$ cat src/regulator_control_pkg.sv
// Constants for the regulator control register bank.
// Assumes an outside serial engine presents byte writes and reads.
package regulator_control_pkg;
    localparam logic [7:0] ADDR_FLAGS = 8'h03;
    localparam logic [7:0] ADDR_LEVEL = 8'h11;
    localparam logic [7:0] ADDR_CONFIG = 8'h12;
    localparam logic [7:0] ADDR_RESPONSE = 8'h13;
    localparam logic [7:0] CODE_MIN = 8'h04;
    localparam logic [7:0] WIDE_MAX = 8'hD7;
    localparam logic [7:0] FINE_MAX = 8'hEC;
    localparam int WIDE_STEP_UV = 25000;
    localparam int FINE_STEP_UV = 5000;
    localparam int CFG_RUN = 7;
    localparam int CFG_BLEED = 6;
    localparam int CFG_RATE = 4;
    localparam int CFG_MODE = 2;
    localparam int CFG_AMP = 0;
    localparam int RSP_OC = 6;
    localparam int RSP_AUX = 5;
    localparam int RSP_HOLD = 4;
    localparam int FLG_UNDER = 3;
    localparam int FLG_OVER = 2;
    localparam logic [7:0] WIDE_CFG_RST = 8'h81;
    localparam logic [7:0] FINE_CFG_RST = 8'h91;
    localparam logic [1:0] MODE_BYPASS = 2'h3;
    localparam logic [1:0] OC_HICCUP = 2'h0;
    localparam logic [1:0] OC_SHUTDOWN = 2'h1;
    localparam int CLK_MHZ = 40;
    localparam int HICCUP_MS = 100;
    localparam int HICCUP_CYCLES = HICCUP_MS * CLK_MHZ * 1000;
    // Wide ramp at 3.125mV/us: 8 us per 25mV step
    localparam int WIDE_BASE_NS = 8000;
    // Fine ramp at 0.625mV/us: 8 us per 5mV step
    localparam int FINE_BASE_NS = 8000;
    localparam int CLK_PERIOD_NS = 25;
    localparam int BASE_CYCLES = WIDE_BASE_NS / CLK_PERIOD_NS;
    typedef enum logic [2:0] {
        OC_RUN = 3'b001,
        OC_WAIT = 3'b010,
        OC_OFF = 3'b100
    } oc_state_t;
endpackage

$ cat src/regulator_control_registers.sv
// Register bank driving the regulator analog controls.
// Assumes a same-clock serial engine gives single-cycle write/read
// strobes; enable pin and overcurrent come from pins.
`timescale 1ns/1ps
module regulator_control_registers #(
    parameter bit FINE_VARIANT = 1'b0,
    parameter bit HAS_BLEED = 1'b1,
    parameter logic [7:0] LEVEL_DEFAULT = 8'h78,
    parameter bit HOLD_DEFAULT = 1'b0,
    parameter int HICCUP_WAIT = regulator_control_pkg::HICCUP_CYCLES
) (
    input wire logic clk_i,
    input wire logic reset_n_i,
    input wire logic clk_en_i,
    input wire logic enable_pin_i,
    input wire logic overcurrent_i,
    input wire logic wr_strobe_i,
    input wire logic rd_strobe_i,
    input wire logic [7:0] addr_i,
    input wire logic [7:0] wdata_i,
    output logic [7:0] rdata_o,
    output logic [7:0] ramp_code_o,
    output logic converter_run_o,
    output logic serial_awake_o,
    output logic bleed_on_o,
    output logic [1:0] mode_o,
    output logic amp_steady_o,
    output logic current_limit_o,
    output logic aux_switch_o
);
    localparam logic [7:0] CODE_MAX = FINE_VARIANT ?
        regulator_control_pkg::FINE_MAX : regulator_control_pkg::WIDE_MAX;
    localparam logic [7:0] CFG_RST = FINE_VARIANT ?
        regulator_control_pkg::FINE_CFG_RST :
        regulator_control_pkg::WIDE_CFG_RST;

    logic [1:0] pin_sync_reg;
    logic [1:0] oc_sync_reg;
    logic pin_prev_reg;
    logic loaded_reg;
    logic [7:0] level_reg;
    logic [7:0] config_reg;
    logic [7:0] response_reg;
    logic under_flag_reg;
    logic over_flag_reg;
    logic oc_flag_reg;
    logic [7:0] ramp_reg;
    logic [15:0] ramp_cnt_reg;
    logic [31:0] hiccup_cnt_reg;
    regulator_control_pkg::oc_state_t oc_reg;
    logic pin_hi;
    logic oc_hi;
    logic part_on;
    logic run;
    logic [7:0] clamped;
    logic [15:0] ramp_period;
    logic wr_level;
    logic wr_config;
    logic wr_response;
    logic rd_flags;

    assign pin_hi = pin_sync_reg[1];
    assign oc_hi = oc_sync_reg[1];
    assign wr_level = wr_strobe_i &&
        addr_i == regulator_control_pkg::ADDR_LEVEL;
    assign wr_config = wr_strobe_i &&
        addr_i == regulator_control_pkg::ADDR_CONFIG;
    assign wr_response = wr_strobe_i &&
        addr_i == regulator_control_pkg::ADDR_RESPONSE;
    assign rd_flags = rd_strobe_i &&
        addr_i == regulator_control_pkg::ADDR_FLAGS;
    // Part on from pin or hold override
    assign part_on = pin_hi ||
        response_reg[regulator_control_pkg::RSP_HOLD];
    // Run bit gated with part on (pin or hold) and overcurrent state
    assign run = part_on && config_reg[regulator_control_pkg::CFG_RUN] &&
        oc_reg == regulator_control_pkg::OC_RUN;

    // Clamp written code into the window
    always_comb begin
        if (wdata_i < regulator_control_pkg::CODE_MIN) begin
            clamped = regulator_control_pkg::CODE_MIN;
        end else if (wdata_i > CODE_MAX) begin
            clamped = CODE_MAX;
        end else begin
            clamped = wdata_i;
        end
    end

    // Slew: rate 0 base, 1 twice as fast, 2 quarter, 3 half
    always_comb begin
        unique case (config_reg[5:4])
            2'h0: ramp_period = 16'(regulator_control_pkg::BASE_CYCLES);
            2'h1: ramp_period = 16'(regulator_control_pkg::BASE_CYCLES / 2);
            2'h2: ramp_period = 16'(regulator_control_pkg::BASE_CYCLES * 4);
            2'h3: ramp_period = 16'(regulator_control_pkg::BASE_CYCLES * 2);
        endcase
    end

    always_ff @(posedge clk_i or negedge reset_n_i) begin
        if (!reset_n_i) begin
            pin_sync_reg <= 2'h0;
            oc_sync_reg <= 2'h0;
            pin_prev_reg <= 1'b0;
        end else if (clk_en_i) begin
            pin_sync_reg <= {pin_sync_reg[0], enable_pin_i};
            oc_sync_reg <= {oc_sync_reg[0], overcurrent_i};
            pin_prev_reg <= pin_hi;
        end
    end

    // Output level code register, default loaded after reset
    always_ff @(posedge clk_i or negedge reset_n_i) begin
        if (!reset_n_i) begin
            level_reg <= 8'h00;
            loaded_reg <= 1'b0;
        end else if (clk_en_i) begin
            if (!loaded_reg) begin
                level_reg <= LEVEL_DEFAULT;
                loaded_reg <= 1'b1;
            end else if (wr_level && part_on) begin
                level_reg <= clamped;
            end
        end
    end

    always_ff @(posedge clk_i or negedge reset_n_i) begin
        if (!reset_n_i) begin
            config_reg <= 8'h00;
            response_reg <= 8'h00;
        end else if (clk_en_i) begin
            if (!loaded_reg) begin
                config_reg <= CFG_RST;
                response_reg <= {3'h0, HOLD_DEFAULT, 4'h0};
            end else begin
                if (wr_config && part_on) begin
                    config_reg <= {wdata_i[7], HAS_BLEED & wdata_i[6],
                        wdata_i[5:4], wdata_i[3:0]};
                end
                if (wr_response && part_on) begin
                    // Aux bit reserved in the fine variant
                    response_reg <= {wdata_i[7:6],
                        ~FINE_VARIANT & wdata_i[5], wdata_i[4],
                        4'h0};
                end
            end
        end
    end

    // Range flags; set wins over read clear
    always_ff @(posedge clk_i or negedge reset_n_i) begin
        if (!reset_n_i) begin
            under_flag_reg <= 1'b0;
            over_flag_reg <= 1'b0;
            oc_flag_reg <= 1'b0;
        end else if (clk_en_i) begin
            if (wr_level && part_on && loaded_reg &&
                wdata_i < regulator_control_pkg::CODE_MIN) begin
                under_flag_reg <= 1'b1;
            end else if (rd_flags) begin
                under_flag_reg <= 1'b0;
            end
            if (wr_level && part_on && loaded_reg && wdata_i > CODE_MAX) begin
                over_flag_reg <= 1'b1;
            end else if (rd_flags) begin
                over_flag_reg <= 1'b0;
            end
            if (oc_hi && run) begin
                oc_flag_reg <= 1'b1;
            end else if (rd_flags) begin
                oc_flag_reg <= 1'b0;
            end
        end
    end

    // Ramp tracking toward level code
    always_ff @(posedge clk_i or negedge reset_n_i) begin
        if (!reset_n_i) begin
            ramp_reg <= 8'h00;
            ramp_cnt_reg <= 16'h0000;
        end else if (clk_en_i) begin
            if (!loaded_reg) begin
                ramp_reg <= LEVEL_DEFAULT;
            end else if (ramp_reg == level_reg) begin
                ramp_cnt_reg <= 16'h0000;
            end else if (ramp_cnt_reg >= ramp_period - 16'h0001) begin
                ramp_cnt_reg <= 16'h0000;
                ramp_reg <= (ramp_reg < level_reg) ? ramp_reg + 8'h01 :
                    ramp_reg - 8'h01;
            end else begin
                ramp_cnt_reg <= ramp_cnt_reg + 16'h0001;
            end
        end
    end

    // Overcurrent response
    always_ff @(posedge clk_i or negedge reset_n_i) begin
        if (!reset_n_i) begin
            oc_reg <= regulator_control_pkg::OC_RUN;
            hiccup_cnt_reg <= 32'h0;
        end else if (clk_en_i) begin
            unique case (oc_reg)
                regulator_control_pkg::OC_RUN: begin
                    if (oc_hi && part_on &&
                        config_reg[regulator_control_pkg::CFG_RUN]) begin
                        if (response_reg[7:6] ==
                            regulator_control_pkg::OC_HICCUP) begin
                            oc_reg <= regulator_control_pkg::OC_WAIT;
                            hiccup_cnt_reg <= 32'h0;
                        end else if (response_reg[7:6] ==
                            regulator_control_pkg::OC_SHUTDOWN) begin
                            oc_reg <= regulator_control_pkg::OC_OFF;
                        end
                    end
                end
                regulator_control_pkg::OC_WAIT: begin
                    if (hiccup_cnt_reg >= 32'(HICCUP_WAIT - 1)) begin
                        oc_reg <= regulator_control_pkg::OC_RUN;
                    end else begin
                        hiccup_cnt_reg <= hiccup_cnt_reg + 32'h1;
                    end
                end
                regulator_control_pkg::OC_OFF: begin
                    if ((wr_config && part_on) ||
                        (pin_hi && !pin_prev_reg)) begin
                        oc_reg <= regulator_control_pkg::OC_RUN;
                    end
                end
            endcase
        end
    end

    // Registered outputs
    always_ff @(posedge clk_i or negedge reset_n_i) begin
        if (!reset_n_i) begin
            rdata_o <= 8'h00;
            ramp_code_o <= 8'h00;
            converter_run_o <= 1'b0;
            serial_awake_o <= 1'b0;
            bleed_on_o <= 1'b0;
            mode_o <= 2'h0;
            amp_steady_o <= 1'b0;
            current_limit_o <= 1'b0;
            aux_switch_o <= 1'b0;
        end else if (clk_en_i) begin
            unique case (addr_i)
                regulator_control_pkg::ADDR_FLAGS: rdata_o <= {4'h0,
                    under_flag_reg, over_flag_reg, 1'b0, oc_flag_reg};
                regulator_control_pkg::ADDR_LEVEL: rdata_o <= level_reg;
                regulator_control_pkg::ADDR_CONFIG: rdata_o <= config_reg;
                regulator_control_pkg::ADDR_RESPONSE: rdata_o <= response_reg;
                default: rdata_o <= 8'h00;
            endcase
            ramp_code_o <= ramp_reg;
            converter_run_o <= run;
            serial_awake_o <= part_on;
            bleed_on_o <= part_on && !config_reg[7] && config_reg[6] &&
                config_reg[3:2] !=
                regulator_control_pkg::MODE_BYPASS;
            mode_o <= FINE_VARIANT && config_reg[3:2] ==
                regulator_control_pkg::MODE_BYPASS ? 2'h0 :
                config_reg[3:2];
            amp_steady_o <=
                config_reg[regulator_control_pkg::CFG_AMP];
            current_limit_o <= response_reg[7];
            aux_switch_o <=
                response_reg[regulator_control_pkg::RSP_AUX];
        end
    end
endmodule

$ cat config.mk
export PLATFORM = sky130hd
export DESIGN_NAME = regulator_control_registers
export DESIGN_NICKNAME = d
export VERILOG_FILES = /design/src/regulator_control_pkg.sv /design/src/regulator_control_registers.sv
export SDC_FILE = /design/constraint.sdc
export NUM_CORES = 1
export LEC_CHECK = 0
export BUFFER_PORTS_ARGS = -buffer_cell sky130_fd_sc_hd__buf_2
export CORE_ASPECT_RATIO = 0.7
export CORE_MARGIN = 5
export CORE_UTILIZATION = 30
export CTS_CLUSTER_DIAMETER = 200
export DETAILED_ROUTE_END_ITERATION = 8
export PLACE_DENSITY = 0.55
export SETUP_SLACK_MARGIN = 0.02
export SKIP_LAST_GASP = 1
export SYNTH_ARGS = -nofsm -noshare
export SYNTH_HDL_FRONTEND = slang
export SYNTH_SLANG_ARGS = --single-unit
$ cat constraint.sdc
create_clock -name clk_i -period 6.4 [get_ports clk_i]
set_clock_uncertainty 0.05 [all_clocks]
set_input_delay 0.64 -clock clk_i [delete_from_list [all_inputs] [get_ports clk_i]]
set_output_delay 0.64 -clock clk_i [all_outputs]
set_load 0.1 [all_outputs]
==> results_dict.tcl, run 1 <==
set metrics [dict create \
    leakage_nw 3.01 \
    clockBufferDepth 2 \
    fmax_ghz 0.265 \
    preCtsSetupSlack_ps 2650 \
    area_delta_synth_final_pct 13.4 \
    htree_levels 3 \
    finalHoldViolCount 0 \
    min_path_type "input pin to async pin" \
    globalRouteOverflowTotal 0 \
    period_minus_slack_ps 3780 \
    first_pass_iters 6 \
    final_cells 893 \
    cts_tree "built" \
    critPathKind "flip-flop to flip-flop" \
    final_cell_area_um2 6650 \
    netlist-cell-type-count 68 \
    async_reset_ff_share_pct 100 \
    synth_edf_count 0 \
    insertion_delay_ps 350 \
    portBuffers 46 \
    fin_util_pct 34.8 \
    dieWidth_um 177 \
    cts_resized 0 \
    slew_headroom_pct 43.7 \
    rsz0062_at_grt "false" \
    antenna_found_initial 0 \
    cp.required_ps 6620 \
    place_congestion 0.863 \
    path_max_fanout 6 \
    place_inst 877 \
    largest_reg_flops 32 \
    worst_ep_arrival_time_ps 4000 \
    grt_pass1_vias 4411 \
    outcome "completed" \
    grt.total_usage_pct 13.1 \
    drc 0 \
    ant_nets 0 \
    clk_pin_slew_ps 80 \
    drt_iter0_drc 309 \
    hpwl_um 10700 \
    ys_warn_count 0 \
    layout_commonest_cell "dfrtp_1" \
    avgSynthCellArea_um2 10.0 \
    cp-end-kind "flip-flop" \
    dpl-instance-area_um2 6350 \
    cts_buffers 9 \
    whs_ps 259 \
    wl_um 14500 \
    fin_setup_tns_ps 0 \
    core_um2 19100 \
    syn-num-nets 635 \
    power.density_nw_per_um2 247 \
    post_cts_buffers 0 \
    finalMaxSlewViolations 0 \
    pin_count 47 \
    clockRootBuffer "clkbuf_16" \
    ys_seq_elements 112 \
    reg2reg_depth 12 \
    core.rowCount 42 \
    start_util_pct 30.7 \
    drive_gt1_share_pct 16.4 \
    wl_per_cell_um 16.2 \
    synth_ff_type "dfrtp_1" \
    vias 4616 \
    clock-sinks 112 \
    worst_slack_ps 2620 \
    synth_area_um2 5860 \
    finish.net_count 675 \
    n_antenna_cell 0 \
    die_h_um 127 \
    grt_pass1_wl_um 23800 \
    grt_max_degree 62 \
    netlist_instances 584 \
    max_slew.worst_pin.slew_ps 838 \
    period_share_pct 59.0 \
    startpoint_type "flip-flop" \
    via_per_inst 5.17 \
    setup_viol 0 \
    vdd_drop_max_v 0.000134 \
    critPathLaunch "ramp_reg[2]$_DFFE_PN0P_" \
    hold_buffers 0 \
    final_cell_mix "dfrtp_1 (111), nand2_1 (48), buf_2 (45)" \
    yosysSeqAreaShare_pct 47.8 \
    die_area_um2 22500 \
    cap_violations 0 \
    totalPowerFinal_mw 1.64 \
    r2r_start "ramp_reg[2]$_DFFE_PN0P_" \
]
-- synth_stat cells, drive strengths merged, types with 6 or more instances --
library cell  number  area, µm²
o21ai             27        135
nor4               8       65.1
dfrtp            111       2780
and2              14       87.6
ha                27        338
mux2              22        248
xor2               9       78.8
and3              10       62.6
nor2              43        161
nand3             28        145
buf                8       43.8
inv               39        146
a21oi             34        170
and4               7       61.3
a22o               6       52.6
nand2             48        180
a222oi             7       70.1
o22ai             15       93.8
o31ai              8       60.1
nor3               9       56.3
o211ai             7       52.6
nand4              8       56.3
clkbuf            11       41.3
or3               10       62.6
-- where the power goes --
| group | switching (mW) | leakage [nW] | internal (mW) | total [mW] |
|---|---|---|---|---|
| Sequential | 0.0519 | 1.41 | 0.760 | 0.812 |
| Combinational | 0.186 | 1.46 | 0.0918 | 0.278 |
| Clock | 0.281 | 0.143 | 0.272 | 0.553 |
-- final timing paths --
check,to,slack [ps]
worst min register to register,hiccup_cnt_reg[29]$_DFFE_PN0P_,440
worst max-delay path,ramp_reg[7]$_DFFE_PN0P_,2620
worst max register to register,ramp_reg[7]$_DFFE_PN0P_,2620
min in group clk_i,hiccup_cnt_reg[29]$_DFFE_PN0P_,440
max in group asynchronous,hiccup_cnt_reg[25]$_DFFE_PN0P_,4800
worst min-delay path,ramp_code_o[7]$_DFFE_PN0P_,260
-- area by class of cell --
| cell class | count | area, µm² |
|---|---|---|
| Clock inverter | 7 | 65.1 |
| Tap cell | 264 | 330 |
| Timing Repair Buffer | 48 | 248 |
| Clock buffer | 9 | 225 |
| Fill cell | 1923 | 12400 |
| Multi-Input combinational cell | 414 | 2830 |
| Inverter | 39 | 146 |
| Sequential cell | 112 | 2800 |
-- logic make-up after synthesis --
group | synth area share (%)
xor+xnor | 2.09
mux | 4.91
other cells | 0.0640
flops | 47.8
buf+inv | 3.95
fa+ha+maj | 6.10
compound gates | 16.2
simple gates | 18.9
-- routing by layer --
metal  GRT usage, %  up-vias  part of all wire [%]
li1               -     2220                     -
met1           20.1     2270                    51
met2           18.4      113                    42
met3           3.21       13                   5.9
met4           3.23        0                   1.3
met5              0        -                     0
-- worst max-delay path, stage by stage (launching register included) --
cell      delay [ps]
dfrtp_1          430
ha_1             300
and3_1           200
a221o_1          370
a221oi_2         410
inv_1            220
ha_1             310
a21oi_1          200
o211ai_1         160
o41ai_1          330
xnor2_1          170
or3b_2           450
o211ai_1          80
Power figures use the tool's default switching activity.
==> run 2, diff against run 1 <==
--- a/config.mk
+++ b/config.mk
@@ -11,7 +11,7 @@
 export CORE_UTILIZATION = 30
 export CTS_CLUSTER_DIAMETER = 200
 export DETAILED_ROUTE_END_ITERATION = 8
-export PLACE_DENSITY = 0.55
+export PLACE_DENSITY = 0.56
 export SETUP_SLACK_MARGIN = 0.02
 export SKIP_LAST_GASP = 1
 export SYNTH_ARGS = -nofsm -noshare
==> constraint.sdc (replaced) <==
create_clock -name clk_i -period 3 [get_ports clk_i]
set_clock_uncertainty 0.05 [all_clocks]
set_input_delay 0.3 -clock clk_i [delete_from_list [all_inputs] [get_ports clk_i]]
set_output_delay 0.3 -clock clk_i [all_outputs]
set_load 0.1 [all_outputs]
==> results_dict.tcl, run 2 (synthesis gave the netlist of run 1 again) <==
set metrics [dict create \
    wl_um 15100 \
    wl_per_cell_um 16.2 \
    cts_buffers 9 \
    critPathLaunch "level_reg[3]$_DFFE_PN0P_" \
    via_per_inst 5.05 \
    clk_pin_slew_ps 80 \
    largest_reg_flops 32 \
    vias 4703 \
    globalRouteOverflowTotal 0 \
    setup_viol 2 \
    fin_setup_tns_ps -398 \
    drc 0 \
    power.density_nw_per_um2 515 \
    drt_iter0_drc 367 \
    failed_checks "negative setup slack" \
    pin_count 47 \
    cap_violations 0 \
    worst_slack_ps -306 \
    clock-sinks 112 \
    place_inst 911 \
    core_um2 19100 \
    layout_commonest_cell "dfrtp_1" \
    final_cell_area_um2 7100 \
    dpl-instance-area_um2 6710 \
    reg2reg_depth 13 \
    max_slew.worst_pin.slew_ps 721 \
    slew_headroom_pct 51.5 \
    leakage_nw 3.20 \
    grt_max_degree 67 \
    grt.total_usage_pct 13.9 \
    core.rowCount 42 \
    wl_met3_um 640 \
    whs_ps 130 \
    fmax_ghz 0.303 \
    drive_gt1_share_pct 23.5 \
    period_share_pct 110 \
    final_cell_mix "dfrtp_1 (111), nand2_1 (48), buf_2 (45)" \
    rsz0062_at_grt "true" \
    insertion_delay_ps 360 \
    cp.required_ps 3220 \
    antenna_found_initial 1 \
    ant_nets 0 \
    final_cells 932 \
    finish.net_count 713 \
    path_max_fanout 5 \
    top_layer_used "met4" \
    hpwl_um 11200 \
    m1WireLength_um 7730 \
    first_pass_iters 6 \
    grt_pass1_vias 4663 \
    period_minus_slack_ps 3310 \
    area_delta_synth_final_pct 21.1 \
    cp-end-kind "flip-flop" \
    worst_ep_arrival_time_ps 3530 \
    finalMaxSlewViolations 0 \
    portBuffers 46 \
    critPathKind "flip-flop to flip-flop" \
    grt_pass1_wl_um 24900 \
    startpoint_type "flip-flop" \
    finalHoldViolCount 0 \
    fin_util_pct 37.2 \
    start_util_pct 30.7 \
    vdd_drop_max_v 0.000390 \
    clockRootBuffer "clkbuf_16" \
    regToRegEndpoint "ramp_reg[7]$_DFFE_PN0P_" \
    die_h_um 127 \
    die_area_um2 22500 \
    htree_levels 3 \
    critPathCapture "ramp_reg[7]$_DFFE_PN0P_" \
    cts_tree "built" \
    wl_met2_um 6450 \
    r2r_start "level_reg[3]$_DFFE_PN0P_" \
    clockBufferDepth 2 \
    r2r_slack_ps -310 \
    dieWidth_um 177 \
    outcome "finished, violations left" \
    min_path_type "input pin to flip-flop" \
    place_congestion 0.828 \
]
-- run 2: cell count changes in the layout (fill, tap and decap cells not counted), moves of 2 or more --
cell	change
clkinv_4	-2
o21ai_2	+2
buf_4	+35
clkbuf_8	+2
ha_4	+7
inv_1	-4
o21ai_0	-2
inv_2	+3
ha_1	-7
-- run 2: cell type report --
cell class	count	area, µm²
clock inverter	4	36.3
sequential	112	2800
multi-input combinational	414	2970
timing repair buffer	86	552
inverter	39	149
clock buffer	12	256
tap	264	330
antenna	1	2.50
fill	1909	12000
-- run 2: worst min-delay path by stage --
| stage | start | end | slack (ps) | cells after the start |
|---|---|---|---|---|
| 2_1_floorplan | reset_n_i | amp_steady_o$_DFFE_PN0P_ | -50 | 0 |
| 3_3_place_gp | reset_n_i | ramp_reg[6]$_DFFE_PN0P_ | 310 | 1 |
| 3_5_place_dp | reset_n_i | ramp_reg[6]$_DFFE_PN0P_ | 310 | 1 |
| 4_1_cts | overcurrent_i | oc_sync_reg[0]$_DFFE_PN0P_ | 120 | 2 |
| 5_1_grt | overcurrent_i | oc_sync_reg[0]$_DFFE_PN0P_ | 130 | 2 |
| 6_report | overcurrent_i | oc_sync_reg[0]$_DFFE_PN0P_ | 130 | 2 |
-- run 2: where the power goes --
group	switching [mW]	total, mW	internal [mW]
registers	0.104	1.72	1.62
clock network	0.576	1.20	0.621
logic	0.447	0.732	0.285
-- run 2: critical path, stage by stage, from the launching register on --
cell,delay [ps]
dfrtp_1,390
inv_2,80
ha_4,200
and3_4,170
a221o_1,400
a221oi_4,360
inv_4,120
ha_4,240
a21oi_4,130
o211ai_1,160
o41ai_2,270
xnor2_1,180
or3b_4,400
o211ai_1,80
-- run 2: stage by stage --
stage          setup WS, ps  total power [mW]
3_3_place_gp           -285              2.43
5_1_grt                -494              3.84
4_1_cts                -365              3.68
2_1_floorplan          -244              2.22
3_5_place_dp           -423              2.46
6_report               -306              3.65
-- run 2: layer usage --
| layer | global-route usage [%] | vias to the layer above |
|---|---|---|
| li1 | - | 2301 |
| met1 | 20.9 | 2275 |
| met2 | 19.9 | 109 |
| met3 | 2.59 | 18 |
| met4 | 4.68 | 0 |
| met5 | 0 | - |
-- run 2: timing repair --
| action | 4_1_cts | 5_1_grt |
|---|---|---|
| pin swaps | 11 | 6 |
| buffers inserted | 1 | 3 |
| gates resized for setup | 4 | 8 |
| endpoints found under the setup margin | 2 | 5 |
| hold endpoints to repair | 45 | 0 |
| hold buffers | 1 | 0 |
